<file path="src/tpb_pkg.sv">
package tpb_pkg;
	localparam int          ADDR_W          = 8;
	localparam logic [7:0]  OFF_MAIN        = 8'h00;
	localparam logic [7:0]  OFF_TX_CFG      = 8'h04;
	localparam logic [7:0]  OFF_MODEM_CFG   = 8'h08;
	localparam logic [7:0]  OFF_DAC_TEST    = 8'h0c;
	localparam logic [7:0]  OFF_BATT_CFG    = 8'h10;
	localparam logic [7:0]  OFF_STROBE      = 8'h14;
	localparam logic [7:0]  OFF_TXBUF       = 8'h18;
	localparam logic [7:0]  OFF_IRQ_STATUS  = 8'h1c;
	localparam logic [7:0]  OFF_IRQ_MASK    = 8'h20;
	localparam logic [7:0]  OFF_STATE       = 8'h24;
	localparam logic [15:0] TX_CFG_RESET    = 16'ha0ff;
	localparam logic [15:0] MODEM_CFG_RESET = 16'h0000;
	localparam logic [15:0] DAC_TEST_RESET  = 16'h0000;
	localparam int          PA_LSB          = 0;
	localparam int          PA_W            = 5;
	localparam int          BYPASS_BIT      = 0;
	localparam int          MODE_LSB        = 2;
	localparam int          MODE_W          = 2;
	localparam logic [1:0]  MODE_LOOP       = 2'h2;
	localparam logic [1:0]  MODE_PRBS       = 2'h3;
	localparam int          BATT_CODE_LSB   = 0;
	localparam int          BATT_CODE_W     = 5;
	localparam int          BATT_EN_BIT     = 5;
	localparam int          BATT_OK_BIT     = 6;
	localparam int          STB_OSC_BIT     = 0;
	localparam int          STB_TXON_BIT    = 1;
	localparam int          STB_TXOFF_BIT   = 2;
	localparam int          IRQ_W           = 3;
	localparam int          IRQ_BATT_LOW    = 0;
	localparam int          IRQ_UNDERFLOW   = 1;
	localparam int          IRQ_TX_START    = 2;
	localparam int          CLK_PERIOD_NS   = 40;
	localparam int          BYTE_TIME_NS    = 32000;
	localparam int          BYTE_CYCLES     = (BYTE_TIME_NS + CLK_PERIOD_NS - 1) / CLK_PERIOD_NS;
	localparam int          PREAMBLE_BYTES  = 4;
	localparam logic [7:0]  PREAMBLE_BYTE   = 8'h00;
	localparam logic [7:0]  SFD_BYTE        = 8'ha7;
	localparam logic [15:0] CRC_POLY        = 16'h8408;
	localparam logic [15:0] CRC_INIT        = 16'h0000;
	localparam logic [7:0]  PRBS_FEED       = 8'hff;
	localparam logic [1:0]  RESP_OKAY       = 2'h0;
	localparam logic [1:0]  RESP_SLVERR     = 2'h2;
	typedef enum logic [1:0] {TX_IDLE, TX_SYNC, TX_DATA} tpb_tx_state_t;
endpackage

</file>
<file path="src/tpb_ctrl.sv">
// What the document requires of this block and of its host
// (RULE1) Power amp level field sets output power
// (RULE2) Host writes whole transmit control word
// (RULE3) Host drives regulator enable input
// (RULE4) Host resets before regulator off; reprograms
// (RULE5) Monitor runs only while enabled, regulator on
// (RULE6) Battery good high above toggle threshold
// (RULE7) Threshold is five-bit unsigned code
// (RULE8) Host waits 100 us before first result
// (RULE9) Host waits 2 us after threshold change
// (RULE10) Host sets bypass bit for external clock
// (RULE11) Supply switch low receive, high transmit
// (RULE12) Host resets, starts oscillator before tests
// (RULE13) Test modes 2/3 plus DAC word give carrier
// (RULE14) Mode 3 sends CRC low byte, feeds 0xff
// (RULE15) Pattern starts 0x00, 0x78, repeats 65535 bits
// (RULE16) Sync header precedes data in every mode
// (RULE17) Mode 2 loops 128-byte buffer, ignores underflow
//
// The register addresses and the AXI4-Lite interface to the registers were left to the implementer.
`timescale 1ns/1ps
module tpb_ctrl #(
	parameter int BUF_DEPTH = 128
) (
	input  logic                          aclk,
	input  logic                          aresetn,
	input  logic [tpb_pkg::ADDR_W-1:0]    s_axi_awaddr,
	input  logic                          s_axi_awvalid,
	output logic                          s_axi_awready,
	input  logic [31:0]                   s_axi_wdata,
	input  logic [3:0]                    s_axi_wstrb,
	input  logic                          s_axi_wvalid,
	output logic                          s_axi_wready,
	output logic [1:0]                    s_axi_bresp,
	output logic                          s_axi_bvalid,
	input  logic                          s_axi_bready,
	input  logic [tpb_pkg::ADDR_W-1:0]    s_axi_araddr,
	input  logic                          s_axi_arvalid,
	output logic                          s_axi_arready,
	output logic [31:0]                   s_axi_rdata,
	output logic [1:0]                    s_axi_rresp,
	output logic                          s_axi_rvalid,
	input  logic                          s_axi_rready,
	input  logic                          regulator_enable_input,
	input  logic                          battery_compare_in,
	output logic                          irq,
	output logic [tpb_pkg::PA_W-1:0]      power_amp_level_field,
	output logic                          battery_monitor_enable_bit,
	output logic [tpb_pkg::BATT_CODE_W-1:0] battery_threshold_code,
	output logic                          oscillator_bypass_bit,
	output logic                          oscillator_enable,
	output logic                          trx_supply_switch_output,
	output logic                          dac_override,
	output logic [15:0]                   dac_static_value,
	output logic [7:0]                    tx_byte,
	output logic                          tx_byte_valid
);
	localparam int PTR_W = $clog2(BUF_DEPTH);
	localparam int CNT_W = $clog2(BUF_DEPTH + 1);
	localparam int DIV_W = $clog2(tpb_pkg::BYTE_CYCLES);

	logic [15:0] main_r, tx_cfg_r, modem_cfg_r, dac_test_r;
	logic [6:0]  batt_cfg_r;
	logic [tpb_pkg::IRQ_W-1:0] status_r, mask_r, irq_ev;
	logic [1:0]  reg_sync_r, cmp_sync_r;
	logic        cfg_rst, batt_good_r, osc_on_r;
	logic        aw_held_r, w_held_r, wr_do;
	logic [tpb_pkg::ADDR_W-1:0] awaddr_r;
	logic [31:0] wdata_r, rd_val;
	logic [3:0]  wstrb_r;
	logic        stb_osc, stb_txon, stb_txoff, buf_push;
	tpb_pkg::tpb_tx_state_t tx_state_r;
	logic [2:0]  sync_idx_r;
	logic [DIV_W-1:0] div_r;
	logic        byte_tick, underflow, pop;
	logic [15:0] crc_r;
	logic [7:0]  mem [BUF_DEPTH];
	logic [PTR_W-1:0] wr_ptr_r, rd_ptr_r;
	logic [CNT_W-1:0] count_r;
	logic [1:0]  mode;
	logic [7:0]  data_byte;

	function automatic logic [15:0] crc_byte(input logic [15:0] c, input logic [7:0] d);
		logic [15:0] r;
		r = c;
		for (int i = 0; i < 8; i++)
		begin
			r = (r[0] ^ d[i]) ? ((r >> 1) ^ tpb_pkg::CRC_POLY) : (r >> 1);
		end
		return r;
	endfunction

	function automatic logic [15:0] merge16(input logic [15:0] old, input logic [31:0] d, input logic [3:0] s);
		return {s[1] ? d[15:8] : old[15:8], s[0] ? d[7:0] : old[7:0]};
	endfunction

	function automatic logic mapped(input logic [tpb_pkg::ADDR_W-1:0] a);
		return a == tpb_pkg::OFF_MAIN || a == tpb_pkg::OFF_TX_CFG || a == tpb_pkg::OFF_MODEM_CFG ||
			a == tpb_pkg::OFF_DAC_TEST || a == tpb_pkg::OFF_BATT_CFG || a == tpb_pkg::OFF_STROBE ||
			a == tpb_pkg::OFF_TXBUF || a == tpb_pkg::OFF_IRQ_STATUS || a == tpb_pkg::OFF_IRQ_MASK ||
			a == tpb_pkg::OFF_STATE;
	endfunction

	// Pins from outside the clock domain
	always_ff @(posedge aclk)
	begin
		if (!aresetn)
		begin
			reg_sync_r <= 2'h0;
			cmp_sync_r <= 2'h0;
		end
		else
		begin
			reg_sync_r <= {reg_sync_r[0], regulator_enable_input};
			cmp_sync_r <= {cmp_sync_r[0], battery_compare_in};
		end
	end

	// Regulator off means configuration is lost, as a reset would
	assign cfg_rst = !aresetn || !reg_sync_r[1]; // see (RULE4)
	assign mode    = modem_cfg_r[tpb_pkg::MODE_LSB +: tpb_pkg::MODE_W];

	// AXI write channels; one write outstanding, readies drop until B taken
	always_ff @(posedge aclk)
	begin
		if (!aresetn)
		begin
			aw_held_r     <= 1'b0;
			w_held_r      <= 1'b0;
			s_axi_awready <= 1'b1;
			s_axi_wready  <= 1'b1;
			s_axi_bvalid  <= 1'b0;
			s_axi_bresp   <= tpb_pkg::RESP_OKAY;
			awaddr_r      <= '0;
			wdata_r       <= 32'h0;
			wstrb_r       <= 4'h0;
		end
		else
		begin
			if (s_axi_awvalid && s_axi_awready)
			begin
				aw_held_r     <= 1'b1;
				awaddr_r      <= s_axi_awaddr;
				s_axi_awready <= 1'b0;
			end
			if (s_axi_wvalid && s_axi_wready)
			begin
				w_held_r     <= 1'b1;
				wdata_r      <= s_axi_wdata;
				wstrb_r      <= s_axi_wstrb;
				s_axi_wready <= 1'b0;
			end
			if (wr_do)
			begin
				aw_held_r    <= 1'b0;
				w_held_r     <= 1'b0;
				s_axi_bvalid <= 1'b1;
				s_axi_bresp  <= mapped(awaddr_r) ? tpb_pkg::RESP_OKAY : tpb_pkg::RESP_SLVERR;
			end
			if (s_axi_bvalid && s_axi_bready)
			begin
				s_axi_bvalid  <= 1'b0;
				s_axi_awready <= 1'b1;
				s_axi_wready  <= 1'b1;
			end
		end
	end

	assign wr_do     = aw_held_r && w_held_r && !s_axi_bvalid;
	assign stb_osc   = wr_do && awaddr_r == tpb_pkg::OFF_STROBE && wdata_r[tpb_pkg::STB_OSC_BIT] && wstrb_r[0];
	assign stb_txon  = wr_do && awaddr_r == tpb_pkg::OFF_STROBE && wdata_r[tpb_pkg::STB_TXON_BIT] && wstrb_r[0];
	assign stb_txoff = wr_do && awaddr_r == tpb_pkg::OFF_STROBE && wdata_r[tpb_pkg::STB_TXOFF_BIT] && wstrb_r[0];
	assign buf_push  = wr_do && awaddr_r == tpb_pkg::OFF_TXBUF && wstrb_r[0];

	// Configuration registers
	always_ff @(posedge aclk)
	begin
		if (cfg_rst)
		begin
			main_r     <= 16'h0;
			tx_cfg_r    <= tpb_pkg::TX_CFG_RESET;
			modem_cfg_r <= tpb_pkg::MODEM_CFG_RESET;
			dac_test_r  <= tpb_pkg::DAC_TEST_RESET;
			batt_cfg_r  <= 7'h0;
			mask_r      <= '0;
		end
		else if (wr_do)
		begin
			unique case (awaddr_r)
				tpb_pkg::OFF_MAIN:      main_r      <= merge16(main_r, wdata_r, wstrb_r);
				tpb_pkg::OFF_TX_CFG:    tx_cfg_r    <= merge16(tx_cfg_r, wdata_r, wstrb_r);
				tpb_pkg::OFF_MODEM_CFG: modem_cfg_r <= merge16(modem_cfg_r, wdata_r, wstrb_r);
				tpb_pkg::OFF_DAC_TEST:  dac_test_r  <= merge16(dac_test_r, wdata_r, wstrb_r);
				tpb_pkg::OFF_BATT_CFG:  if (wstrb_r[0]) batt_cfg_r <= {1'b0, wdata_r[5:0]};
				tpb_pkg::OFF_IRQ_MASK: if (wstrb_r[0]) mask_r <= wdata_r[tpb_pkg::IRQ_W-1:0];
				default:               ;
			endcase
		end
	end

	// Battery monitor: status only while enabled with regulator up
	always_ff @(posedge aclk)
	begin
		if (cfg_rst)
			batt_good_r <= 1'b0;
		else
			batt_good_r <= batt_cfg_r[tpb_pkg::BATT_EN_BIT] && cmp_sync_r[1]; // see (RULE5) see (RULE6)
	end

	// Outputs to the analog and RF side
	always_ff @(posedge aclk)
	begin
		if (cfg_rst)
		begin
			power_amp_level_field      <= '0;
			battery_monitor_enable_bit <= 1'b0;
			battery_threshold_code     <= '0;
			oscillator_bypass_bit      <= 1'b0;
			trx_supply_switch_output   <= 1'b0;
			dac_override               <= 1'b0;
			dac_static_value           <= 16'h0;
		end
		else
		begin
			power_amp_level_field      <= tx_cfg_r[tpb_pkg::PA_LSB +: tpb_pkg::PA_W]; // see (RULE1)
			battery_monitor_enable_bit <= batt_cfg_r[tpb_pkg::BATT_EN_BIT]; // see (RULE5)
			battery_threshold_code     <= batt_cfg_r[tpb_pkg::BATT_CODE_LSB +: tpb_pkg::BATT_CODE_W]; // see (RULE7)
			oscillator_bypass_bit      <= main_r[tpb_pkg::BYPASS_BIT];
			trx_supply_switch_output   <= tx_state_r != tpb_pkg::TX_IDLE; // see (RULE11)
			dac_override               <= tx_state_r != tpb_pkg::TX_IDLE && mode[1] && dac_test_r != 16'h0; // see (RULE13)
			dac_static_value           <= dac_test_r;
		end
	end

	// Oscillator; transmit is refused until it has been started
	always_ff @(posedge aclk)
	begin
		if (cfg_rst)
			osc_on_r <= 1'b0;
		else if (stb_osc)
			osc_on_r <= 1'b1;
	end
	assign oscillator_enable = osc_on_r;

	// Byte pacing at 250 kbit/s
	always_ff @(posedge aclk)
	begin
		if (cfg_rst || tx_state_r == tpb_pkg::TX_IDLE || byte_tick)
			div_r <= '0;
		else
			div_r <= div_r + 1'b1;
	end
	assign byte_tick = div_r == DIV_W'(tpb_pkg::BYTE_CYCLES - 1);

	assign pop       = tx_state_r == tpb_pkg::TX_DATA && byte_tick && !mode[1];
	assign underflow = pop && count_r == '0;
	assign data_byte = mode == tpb_pkg::MODE_PRBS ? crc_r[7:0] : mem[rd_ptr_r];

	always_ff @(posedge aclk)
	begin
		if (cfg_rst)
		begin
			tx_state_r <= tpb_pkg::TX_IDLE;
			sync_idx_r <= 3'h0;
		end
		else if (stb_txoff)
			tx_state_r <= tpb_pkg::TX_IDLE;
		else
		begin
			unique case (tx_state_r)
				tpb_pkg::TX_IDLE:
					if (stb_txon && osc_on_r)
					begin
						tx_state_r <= tpb_pkg::TX_SYNC; // see (RULE16)
						sync_idx_r <= 3'h0;
					end
				tpb_pkg::TX_SYNC:
					if (byte_tick)
					begin
						if (sync_idx_r == 3'(tpb_pkg::PREAMBLE_BYTES))
							tx_state_r <= tpb_pkg::TX_DATA;
						else
							sync_idx_r <= sync_idx_r + 3'h1;
					end
				tpb_pkg::TX_DATA:
					if (underflow)
						tx_state_r <= tpb_pkg::TX_IDLE; // Loop mode never gets here, see (RULE17)
			endcase
		end
	end

	// Serialiser handoff: one byte per tick
	always_ff @(posedge aclk)
	begin
		if (cfg_rst)
		begin
			tx_byte       <= 8'h0;
			tx_byte_valid <= 1'b0;
		end
		else
		begin
			tx_byte_valid <= 1'b0;
			if (byte_tick && tx_state_r == tpb_pkg::TX_SYNC)
			begin
				tx_byte_valid <= 1'b1;
				tx_byte       <= sync_idx_r == 3'(tpb_pkg::PREAMBLE_BYTES) ? tpb_pkg::SFD_BYTE
					: tpb_pkg::PREAMBLE_BYTE; // see (RULE16)
			end
			else if (byte_tick && tx_state_r == tpb_pkg::TX_DATA && !underflow)
			begin
				tx_byte_valid <= 1'b1;
				tx_byte       <= data_byte; // see (RULE14)
			end
		end
	end

	// Pattern generator restarts from zero at each start
	always_ff @(posedge aclk)
	begin
		if (cfg_rst || tx_state_r != tpb_pkg::TX_DATA)
			crc_r <= tpb_pkg::CRC_INIT; // see (RULE15)
		else if (byte_tick && mode == tpb_pkg::MODE_PRBS)
			crc_r <= crc_byte(crc_r, tpb_pkg::PRBS_FEED); // see (RULE14)
	end

	// Transmit buffer; a push into a full buffer is dropped
	always_ff @(posedge aclk)
	begin
		if (buf_push && count_r != CNT_W'(BUF_DEPTH))
			mem[wr_ptr_r] <= wdata_r[7:0];
	end

	always_ff @(posedge aclk)
	begin
		if (cfg_rst)
		begin
			wr_ptr_r <= '0;
			rd_ptr_r <= '0;
			count_r  <= '0;
		end
		else
		begin
			if (buf_push && count_r != CNT_W'(BUF_DEPTH))
				wr_ptr_r <= PTR_W'((wr_ptr_r == PTR_W'(BUF_DEPTH - 1)) ? 0 : wr_ptr_r + 1'b1);
			if (tx_state_r == tpb_pkg::TX_IDLE && stb_txon && mode == tpb_pkg::MODE_LOOP)
				rd_ptr_r <= '0;
			else if (tx_state_r == tpb_pkg::TX_DATA && byte_tick && mode != tpb_pkg::MODE_PRBS && !underflow)
				rd_ptr_r <= PTR_W'((rd_ptr_r == PTR_W'(BUF_DEPTH - 1)) ? 0 : rd_ptr_r + 1'b1); // see (RULE17)
			if ((buf_push && count_r != CNT_W'(BUF_DEPTH)) && !(pop && !underflow))
				count_r <= count_r + 1'b1;
			else if (!(buf_push && count_r != CNT_W'(BUF_DEPTH)) && pop && !underflow)
				count_r <= count_r - 1'b1;
		end
	end

	// Interrupts: a new event wins over a same-cycle clear
	assign irq_ev[tpb_pkg::IRQ_BATT_LOW]  = batt_good_r && !(batt_cfg_r[tpb_pkg::BATT_EN_BIT] && cmp_sync_r[1])
		&& batt_cfg_r[tpb_pkg::BATT_EN_BIT];
	assign irq_ev[tpb_pkg::IRQ_UNDERFLOW] = underflow;
	assign irq_ev[tpb_pkg::IRQ_TX_START]  = tx_state_r == tpb_pkg::TX_IDLE && stb_txon && osc_on_r && !stb_txoff;

	always_ff @(posedge aclk)
	begin
		if (cfg_rst)
		begin
			status_r <= '0;
			irq      <= 1'b0;
		end
		else
		begin
			status_r <= (status_r & ~((wr_do && awaddr_r == tpb_pkg::OFF_IRQ_STATUS && wstrb_r[0])
				? wdata_r[tpb_pkg::IRQ_W-1:0] : '0)) | irq_ev;
			irq      <= |(status_r & mask_r);
		end
	end

	always_comb
	begin
		rd_val = 32'h0;
		unique case (s_axi_araddr)
			tpb_pkg::OFF_MAIN:       rd_val = {16'h0, main_r};
			tpb_pkg::OFF_TX_CFG:     rd_val = {16'h0, tx_cfg_r};
			tpb_pkg::OFF_MODEM_CFG:  rd_val = {16'h0, modem_cfg_r};
			tpb_pkg::OFF_DAC_TEST:   rd_val = {16'h0, dac_test_r};
			tpb_pkg::OFF_BATT_CFG:   rd_val = {25'h0, batt_good_r, batt_cfg_r[5:0]}; // see (RULE6)
			tpb_pkg::OFF_IRQ_STATUS: rd_val = {29'h0, status_r};
			tpb_pkg::OFF_IRQ_MASK:   rd_val = {29'h0, mask_r};
			tpb_pkg::OFF_STATE:      rd_val = {16'h0, 8'(count_r), 4'h0, tx_state_r, 1'b0, osc_on_r};
			default:                 rd_val = 32'h0;
		endcase
	end

	always_ff @(posedge aclk)
	begin
		if (!aresetn)
		begin
			s_axi_arready <= 1'b1;
			s_axi_rvalid  <= 1'b0;
			s_axi_rdata   <= 32'h0;
			s_axi_rresp   <= tpb_pkg::RESP_OKAY;
		end
		else if (s_axi_arvalid && s_axi_arready)
		begin
			s_axi_arready <= 1'b0;
			s_axi_rvalid  <= 1'b1;
			s_axi_rdata   <= rd_val;
			s_axi_rresp   <= mapped(s_axi_araddr) ? tpb_pkg::RESP_OKAY : tpb_pkg::RESP_SLVERR;
		end
		else if (s_axi_rvalid && s_axi_rready)
		begin
			s_axi_rvalid  <= 1'b0;
			s_axi_arready <= 1'b1;
		end
	end

	property p_power_amp_level_field;
		@(posedge aclk) disable iff (cfg_rst)
		wr_do && awaddr_r == tpb_pkg::OFF_TX_CFG && wstrb_r[0] |-> ##2 power_amp_level_field == $past(wdata_r[4:0], 2);
	endproperty
	a_power_amp_level_field: assert property (p_power_amp_level_field) else $error("Power level not taken from write"); // see (RULE1)

	property p_batt_off;
		@(posedge aclk) disable iff (cfg_rst)
		!batt_cfg_r[tpb_pkg::BATT_EN_BIT] |=> !batt_good_r;
	endproperty
	a_batt_off: assert property (p_batt_off) else $error("Battery status high while disabled"); // see (RULE5)

	property p_batt_good;
		@(posedge aclk) disable iff (cfg_rst)
		batt_cfg_r[tpb_pkg::BATT_EN_BIT] ##1 batt_cfg_r[tpb_pkg::BATT_EN_BIT] |-> batt_good_r == $past(cmp_sync_r[1]);
	endproperty
	a_batt_good: assert property (p_batt_good) else $error("Battery status does not follow comparator"); // see (RULE6)

	property p_thresh;
		@(posedge aclk) disable iff (cfg_rst)
		wr_do && awaddr_r == tpb_pkg::OFF_BATT_CFG && wstrb_r[0] |-> ##2 battery_threshold_code == $past(wdata_r[4:0], 2);
	endproperty
	a_thresh: assert property (p_thresh) else $error("Threshold code not applied"); // see (RULE7)

	property p_switch;
		@(posedge aclk) disable iff (cfg_rst)
		tx_state_r != tpb_pkg::TX_IDLE ##1 tx_state_r != tpb_pkg::TX_IDLE |-> trx_supply_switch_output;
	endproperty
	a_switch: assert property (p_switch) else $error("Supply switch low while transmitting"); // see (RULE11)

	property p_carrier;
		@(posedge aclk) disable iff (cfg_rst)
		dac_override |-> $past(mode[1]) && $past(dac_test_r) != 16'h0 && $past(tx_state_r) != tpb_pkg::TX_IDLE;
	endproperty
	a_carrier: assert property (p_carrier) else $error("DAC override without test mode"); // see (RULE13)

	property p_prbs_byte;
		@(posedge aclk) disable iff (cfg_rst)
		tx_state_r == tpb_pkg::TX_DATA && byte_tick && mode == tpb_pkg::MODE_PRBS && !stb_txoff
		|=> tx_byte_valid && tx_byte == $past(crc_r[7:0]);
	endproperty
	a_prbs_byte: assert property (p_prbs_byte) else $error("Pattern byte is not CRC low byte"); // see (RULE14)

	property p_prbs_start;
		@(posedge aclk) disable iff (cfg_rst)
		$rose(tx_state_r == tpb_pkg::TX_DATA) |-> crc_r == tpb_pkg::CRC_INIT;
	endproperty
	a_prbs_start: assert property (p_prbs_start) else $error("Pattern does not start from zero"); // see (RULE15)

	property p_sync_first;
		@(posedge aclk) disable iff (cfg_rst)
		tx_state_r == tpb_pkg::TX_IDLE ##1 tx_state_r != tpb_pkg::TX_IDLE |-> tx_state_r == tpb_pkg::TX_SYNC;
	endproperty
	a_sync_first: assert property (p_sync_first) else $error("Data sent without sync header"); // see (RULE16)

	property p_loop;
		@(posedge aclk) disable iff (cfg_rst)
		tx_state_r == tpb_pkg::TX_DATA && mode == tpb_pkg::MODE_LOOP && !stb_txoff |=> tx_state_r == tpb_pkg::TX_DATA;
	endproperty
	a_loop: assert property (p_loop) else $error("Loop mode stopped on underflow"); // see (RULE17)
endmodule

</file>
<file path="config.mk">
export PLATFORM = sky130hd
export DESIGN_NAME = tpb_ctrl
export DESIGN_NICKNAME = d
export VERILOG_FILES = /design/src/tpb_pkg.sv /design/src/tpb_ctrl.sv
export SDC_FILE = /design/constraint.sdc
export NUM_CORES = 1
export LEC_CHECK = 0
export BUFFER_PORTS_ARGS = -buffer_cell sky130_fd_sc_hd__buf_2
export CAP_MARGIN = 20
export CORE_MARGIN = 2
export CORE_UTILIZATION = 50
export CTS_CLUSTER_SIZE = 12
export DETAILED_ROUTE_END_ITERATION = 16
export PLACE_DENSITY = 0.66
export SYNTH_ARGS = -nofsm -noshare
export SYNTH_HDL_FRONTEND = slang
export SYNTH_SLANG_ARGS = --single-unit
</file>
<file path="constraint.sdc">
create_clock -name aclk -period 4.2 [get_ports aclk]
set_clock_uncertainty 0.1 [all_clocks]
set_input_delay 1.26 -clock aclk [delete_from_list [all_inputs] [get_ports aclk]]
set_output_delay 1.26 -clock aclk [all_outputs]
set_load 0.02 [all_outputs]
</file>
==> reports/qor_table.md, run 1 <==
| Item | This run | Unit |
|:---|:---|:---|
| Status | complete, no violations | - |
| Yosys reg bits | 1257 | - |
| Final Max Tran Viols | 0 | - |
| Crit path cell chain | or4_1, o211a_4, a211o_1, ha_1, nand3b_1, a2111oi_0, a21o_1, o41ai_1, or4_1, o311ai_1 | - |
| Maximum fanout along the worst path | 5 | - |
| Antenna violations before repair | 2 | - |
| Setup TNS | 0 | ps |
| Pin slew with the least headroom to its limit | 1190 | ps |
| Die span in x | 318 | um |
| Cell repeated most along the worst path | sky130_fd_sc_hd__or4_1 | - |
| Sort of element at the end of the critical path | flip-flop | - |
| Clock-pin slew on the worst setup and hold paths | 60 | ps |
| WL final | 124000 | um |
| Global-route track usage on met2 | 0.389 | - |
| Count of distinct cell types in the synthesized netlist | 76 | - |
| Vias per cell | 6.20 | - |
| Final weighted congestion in routability-driven placement | 0.915 | - |
| Sum of net half-perimeters after detailed placement | 79600 | um |
| Fin cells | 4459 | - |
| Core Rows | 115 | - |
| Sequential fraction of the synthesis area | 0.717 | - |
| Average wire per cell in the routed design | 27.9 | um |
| 1st-pass router iterations | 6 | - |
| Clock tree sinks | 1257 | - |
| Cell at the root of the clock tree | sky130_fd_sc_hd__clkbuf_16 | - |
| Fraction of the core area covered by cells at the end of the flow | 0.566 | - |
| CTS Buf Count | 131 | - |
| Number of port buffers | 106 | - |
| Remaining global-route overflow | 0 | - |
| Post-synth EDFFs | 1024 | - |
| Final cycle utilization of the critical path | 0.869 | - |
| Hold Vio Cnt, Final | 0 | - |
| Post-DRT Antenna Nets | 0 | - |
| Final count of negative-setup-slack endpoints | 0 | - |
| Share of post-route cells with drive strength above 1 | 0.204 | - |
| Number of H-tree levels | 4 | - |
| Top-Level Pins | 143 | - |
| Worst EP arrival | 4180 | ps |
| Met1 GRT Util | 0.336 | - |
| Total of max-cap violations | 0 | - |
| P_leak | 18.4 | nW |
| Clk Latency, worst-skew pair | 750 | ps |
| Antenna diode instance count | 0 | - |
| DRC Markers | 0 | - |
| Cell area power density | 445 | mW/mm^2 |
| Largest net degree at the start of global routing | 82 | - |
| Number of warnings issued by yosys | 0 | - |
| Flip-flop cell with the highest count after synthesis | sky130_fd_sc_hd__edfxtp_1 | - |
| Worst hold slack | 333 | ps |
| Number of filler cells placed in the layout | 7369 | - |
| CTS-repair resized insts | 0 | - |
| Max Clock Freq | 274 | MHz |
| Wire length of the first global-routing pass | 182000 | um |
| Worst min-delay path class | flip-flop to flip-flop | - |
| Total placed cells including tap cells | 4247 | - |
| Vias post-DR | 27700 | - |
| Avg Inst Size Synth | 16.8 | um^2 |
| Initial DRC Count | 3003 | - |
| Crit path largest cell delay | 650 | ps |
| Buffers from clock root to sink, at most | 3 | - |
| Area delta synth->final | 12.5 | % |
| Area taken by multi-input logic gates | 0.0132 | mm^2 |
| Placeable core area | 0.0981 | mm^2 |
| Fin crit period | 3650 | ps |
| Post-CTS Hold Fix Bufs | 0 | - |
| Post-CTS Setup Bufs | 0 | - |
| CP max-delay cell | sky130_fd_sc_hd__or4_1 | - |
| Via count of the first global-routing pass | 27700 | - |
| CTS tree | done | - |
| Relative max-transition margin | 0.203 | - |
| Post-synth design cell area | 0.0494 | mm^2 |
| Number of nets in the layout | 3169 | - |
| Vertical die dimension | 318 | um |
| Highest ir drop seen on vdd | 284 | uV |
| Unrepaired setup endpoints after global routing | false | - |
| Met3 Use GR | 0.0564 | - |
| Crit path kind | flip-flop to flip-flop | - |
| Total global-route track usage | 0.246 | - |
| GR peak layer | met2 | - |
| FFs w/ async S/R, synth | 0 | - |
| Initial Utilization | 0.504 | - |
| Instance count of the mapped netlist | 2934 | - |
| Reg area | 0.0355 | mm^2 |
| Final Power | 24.7 | mW |
| Worst EP required | 4730 | ps |
| Full die area | 0.101 | mm^2 |
| Kind of start point of the critical path | flip-flop | - |
[kinds of logic after synthesis]
family | share of synthesized area
xor gates and xnor gates | 0.00620
adders and majority gates | 0.00370
buffers and inverters | 0.0181
AOI/OAI and AO/OA | 0.0496
and+or+nand+nor | 0.0640
muxes | 0.142
DFF | 0.717
other | 0.0000759
[through the flow]
step,cell area (um^2),worst slack [ps]
after global routing,55600,363
after detailed placement,51600,543
final,55600,550
after floorplan,49500,762
after CTS,55600,522
after global placement,51600,506
[metal layers]
layer	up-vias	routed length (um)
li1	11900	-
met4	2	4020
met2	1298	59500
met5	-	8
met3	249	11300
met1	14200	49500
[cells in the final DEF (no fill, tap or decap), types with 12 or more instances in the layout]
cell type,instances
sky130_fd_sc_hd__a21boi_0,30
sky130_fd_sc_hd__edfxtp_1,1024
sky130_fd_sc_hd__nand4_1,20
sky130_fd_sc_hd__nor2_1,274
sky130_fd_sc_hd__o22ai_1,25
sky130_fd_sc_hd__nor4_1,14
sky130_fd_sc_hd__xor2_1,12
sky130_fd_sc_hd__nor2b_1,25
sky130_fd_sc_hd__buf_2,106
sky130_fd_sc_hd__clkinv_1,13
sky130_fd_sc_hd__xnor2_1,23
sky130_fd_sc_hd__a221oi_1,27
sky130_fd_sc_hd__dfxtp_1,221
sky130_fd_sc_hd__ha_1,13
sky130_fd_sc_hd__conb_1,18
sky130_fd_sc_hd__clkbuf_16,137
sky130_fd_sc_hd__a211oi_1,26
sky130_fd_sc_hd__mux2i_1,113
sky130_fd_sc_hd__nand2_1,166
sky130_fd_sc_hd__buf_4,76
sky130_fd_sc_hd__inv_1,16
sky130_fd_sc_hd__and3_1,36
sky130_fd_sc_hd__a31oi_1,12
sky130_fd_sc_hd__a21oi_1,68
sky130_fd_sc_hd__nand2b_1,15
sky130_fd_sc_hd__nand3_1,54
sky130_fd_sc_hd__a22oi_1,27
sky130_fd_sc_hd__and2_1,16
sky130_fd_sc_hd__o21ai_0,72
sky130_fd_sc_hd__mux4_2,253
sky130_fd_sc_hd__mux2_2,14
sky130_fd_sc_hd__clkbuf_1,37
sky130_fd_sc_hd__nor3_1,21
[worst paths after layout]
check / startpoint / slack [ps] / to / cells past startpoint
min: reg_sync_r[0] / 330 / reg_sync_r[1] / 1
max: count_r[4] / 550 / count_r[6] / 10
max reg2reg: count_r[4] / 550 / count_r[6] / 10
min reg2reg: reg_sync_r[0] / 330 / reg_sync_r[1] / 1
[power by group]
group	switching, mW	leakage (nW)	internal, mW
combinational	0.265	4.50	0.0782
sequential	0.103	12.0	13.5
clock	4.56	1.91	6.21
total	4.93	18.4	19.8
[critical path, delay by kind of cell, from the launching register on]
family	cells	cell delay (ps)
flops	1	370
simple gates	3	1140
compound gates	6	1590
fa+ha+maj	1	360
[registers in the layout (all words and copies together), names as in the netlist, 10 cells and up, named ones only]
name              cells
crc_r                16
dac_static_value     16
dac_test_r           16
div_r                10
main_r               16
mem                1024
modem_cfg_r          16
s_axi_rdata          16
tx_cfg_r             16
wdata_r              16
[synth_stat cells (21+ instances only)]
cell                       count  area (um^2)
sky130_fd_sc_hd__a211oi_1     26          195
sky130_fd_sc_hd__a21boi_0     30          225
sky130_fd_sc_hd__a21oi_1      68          340
sky130_fd_sc_hd__a221oi_1     27          236
sky130_fd_sc_hd__a22oi_1      27          203
sky130_fd_sc_hd__and3_1       36          225
sky130_fd_sc_hd__buf_1        21         78.8
sky130_fd_sc_hd__buf_2        32          160
sky130_fd_sc_hd__buf_4        24          180
sky130_fd_sc_hd__clkbuf_1    105          394
sky130_fd_sc_hd__dfxtp_1     233         4660
sky130_fd_sc_hd__edfxtp_1   1024        30700
sky130_fd_sc_hd__mux2i_1     113         1130
sky130_fd_sc_hd__mux4_2      253         5700
sky130_fd_sc_hd__nand2_1     167          627
sky130_fd_sc_hd__nand3_1      54          270
sky130_fd_sc_hd__nor2_1      274         1030
sky130_fd_sc_hd__nor2b_1      25          156
sky130_fd_sc_hd__nor3_1       21          105
sky130_fd_sc_hd__o21ai_0      72          360
sky130_fd_sc_hd__o22ai_1      25          156
sky130_fd_sc_hd__xnor2_1      23          201
[layout make-up]
type | instances | share of cell area
sequential | 1257 | 0.638
multi-input combinational | 1494 | 0.237
clock buffer | 179 | 0.0654
tap | 1287 | 0.0290
timing repair buffer | 193 | 0.0238
clock inverter | 32 | 0.00536
inverter | 17 | 0.00124
(Power assumes the default switching activity.)
==> inputs of run 2 (changes only) <==
==> constraint.sdc (replaced) <==
create_clock -name aclk -period 4.2 [get_ports aclk]
set_clock_uncertainty 0.1 [all_clocks]
set_input_delay 0.84 -clock aclk [delete_from_list [all_inputs] [get_ports aclk]]
set_output_delay 0.84 -clock aclk [all_outputs]
set_load 0.02 [all_outputs]
==> reports/qor_table.md, run 2 (synthesis gave the netlist of run 1 again) <==
| Item | This run | Unit |
|:---|:---|:---|
| Number of nets in the layout | 3164 | - |
| Vias post-DR | 27900 | - |
| Fin crit period | 3810 | ps |
| Leading cell types in the layout, fill and taps excluded | 1024 x sky130_fd_sc_hd__edfxtp_1, 274 x sky130_fd_sc_hd__nor2_1, 253 x sky130_fd_sc_hd__mux4_2 | - |
| Final cycle utilization of the critical path | 0.906 | - |
| Full die area | 0.101 | mm^2 |
| WL final | 125000 | um |
| Number of H-tree levels | 4 | - |
| Maximum fanout along the worst path | 8 | - |
| Via count of the first global-routing pass | 27600 | - |
| Initial Utilization | 0.504 | - |
| Sort of element at the end of the critical path | flip-flop | - |
| Number of filler cells placed in the layout | 7344 | - |
| Final Max Tran Viols | 0 | - |
| Post-CTS Hold Fix Bufs | 0 | - |
| Sum of net half-perimeters after detailed placement | 79600 | um |
| Internal Power | 19.6 | mW |
| Max Clock Freq | 263 | MHz |
| Setup slack on the worst flop-to-flop path | 390 | ps |
| Clock tree sinks | 1257 | - |
| Cell at the root of the clock tree | sky130_fd_sc_hd__clkbuf_16 | - |
| 1st-pass router iterations | 6 | - |
| Total global-route track usage | 0.247 | - |
| Post-CTS Setup Bufs | 0 | - |
| Largest net degree at the start of global routing | 104 | - |
| Remaining global-route overflow | 0 | - |
| Clk Latency, worst-skew pair | 740 | ps |
| Top-Level Pins | 143 | - |
| Number of port buffers | 106 | - |
| Register with the most flip-flops | mem | - |
| Worst min-delay path class | primary input to flip-flop | - |
| Worst EP required | 4740 | ps |
| Status | complete, no violations | - |
| Setup TNS | 0 | ps |
| Core Rows | 115 | - |
| Final weighted congestion in routability-driven placement | 0.888 | - |
| Hold Vio Cnt, Final | 0 | - |
| Post-DRT Antenna Nets | 0 | - |
| Relative max-transition margin | 0.205 | - |
| Net Sw Frac | 0.202 | - |
| Most frequent standard cell in the layout excluding fill and tap cells | sky130_fd_sc_hd__edfxtp_1 | - |
| Wire length of the first global-routing pass | 183000 | um |
| DRC Markers | 0 | - |
| Vias per cell | 6.27 | - |
| Switch Pwr | 4.97 | mW |
| Power share of the combinational group | 0.014 | - |
| CTS tree | done | - |
| Sequential group share of total power | 0.553 | - |
| Cell area power density | 443 | mW/mm^2 |
| Crit path cell chain | nor4b_1, a211o_1, a211o_4, inv_6, fa_1, nand3b_1, a2111oi_0, a21o_1, o41ai_1, or4_1, o311ai_1 | - |
| Initial DRC Count | 3423 | - |
| Clock-pin slew on the worst setup and hold paths | 60 | ps |
| Clock power frac | 0.433 | - |
| Final count of negative-setup-slack endpoints | 0 | - |
| Final Power | 24.6 | mW |
| P_leak | 18.4 | nW |
| Placeable core area | 0.0981 | mm^2 |
| Unrepaired setup endpoints after global routing | false | - |
| Area delta synth->final | 12.4 | % |
| Crit path kind | flip-flop to flip-flop | - |
| Average wire per cell in the routed design | 28.1 | um |
| Total of max-cap violations | 0 | - |
| Kind of start point of the critical path | flip-flop | - |
| Buffers from clock root to sink, at most | 3 | - |
| Worst EP arrival | 4350 | ps |
| Pin slew with the least headroom to its limit | 1190 | ps |
| Largest register FFs | 1024 | - |
| CTS-repair resized insts | 0 | - |
| Vertical die dimension | 318 | um |
| Antenna diode instance count | 0 | - |
| Antenna violations before repair | 2 | - |
| Crit path largest cell delay | 590 | ps |
| CTS Buf Count | 131 | - |
| Die span in x | 318 | um |
| Highest ir drop seen on vdd | 291 | uV |
| Share of post-route cells with drive strength above 1 | 0.203 | - |
| CP max-delay cell | sky130_fd_sc_hd__nor4b_1 | - |
## run 2: cell types whose count changed in the layout (fill, tap and decap cells not counted), sizes merged
| cell | change |
|---|---|
| bufinv | -1 |
| inv | +1 |
| clkinvlp | +2 |
| buf | -5 |
| clkinv | +3 |
| clkbuf | -3 |
## run 2: area by class of cell
type | instances | area, um^2 | area share
inverter | 17 | 68.8 | 0.00124
timing repair buffer | 188 | 1340 | 0.0241
sequential | 1257 | 35500 | 0.639
clock buffer | 176 | 3570 | 0.0643
tap | 1287 | 1610 | 0.0290
multi-input combinational | 1494 | 13200 | 0.237
clock inverter | 37 | 302 | 0.00543
## run 2: path summary, 6_finish.rpt
check,startpoint,end,cells after the start
max,count_r[7],count_r[6],11
min,s_axi_wvalid,s_axi_wready,2
max reg2reg,count_r[7],count_r[6],11
min reg2reg,cmp_sync_r[0],cmp_sync_r[1],1
## run 2: worst max-delay path: cells and delay by family, from the launching register on
kind | cells | cell delay, ps
fa+ha+maj | 1 | 410
compound gates | 6 | 1530
buf+inv | 1 | 50
simple gates | 3 | 1180
flops | 1 | 420
## run 2: power groups by stage
stage,registers [mW],logic (mW),clock network (mW)
finish,13.6,0.344,10.7
detailed placement,13.9,0.309,0
global placement,13.9,0.296,0
floorplan,13.9,0.136,0
global route,13.6,0.374,11.3
CTS,13.6,0.309,10.8
## run 2: through the flow
step                      setup slack (ps)  area (um^2)  hold slack (ps)  cells   util
final                                  393        55500              200   4456  0.566
after global routing                  98.4        55500              177   4456  0.566
after CTS                              375        55500              171   4453  0.565
after detailed placement               437        51600              328   4240  0.526
after global placement                 386        51600              324   4240  0.526
after floorplan                        762        49500              312   2951      -
## run 2: layer usage
| layer | track usage | wire length [um] | vias to the layer above |
|---|---|---|---|
| li1 | - | - | 11900 |
| met1 | 0.339 | 49600 | 14400 |
| met2 | 0.391 | 59700 | 1397 |
| met3 | 0.0611 | 12000 | 256 |
| met4 | 0.0781 | 3670 | 2 |
| met5 | 0 | 45 | - |
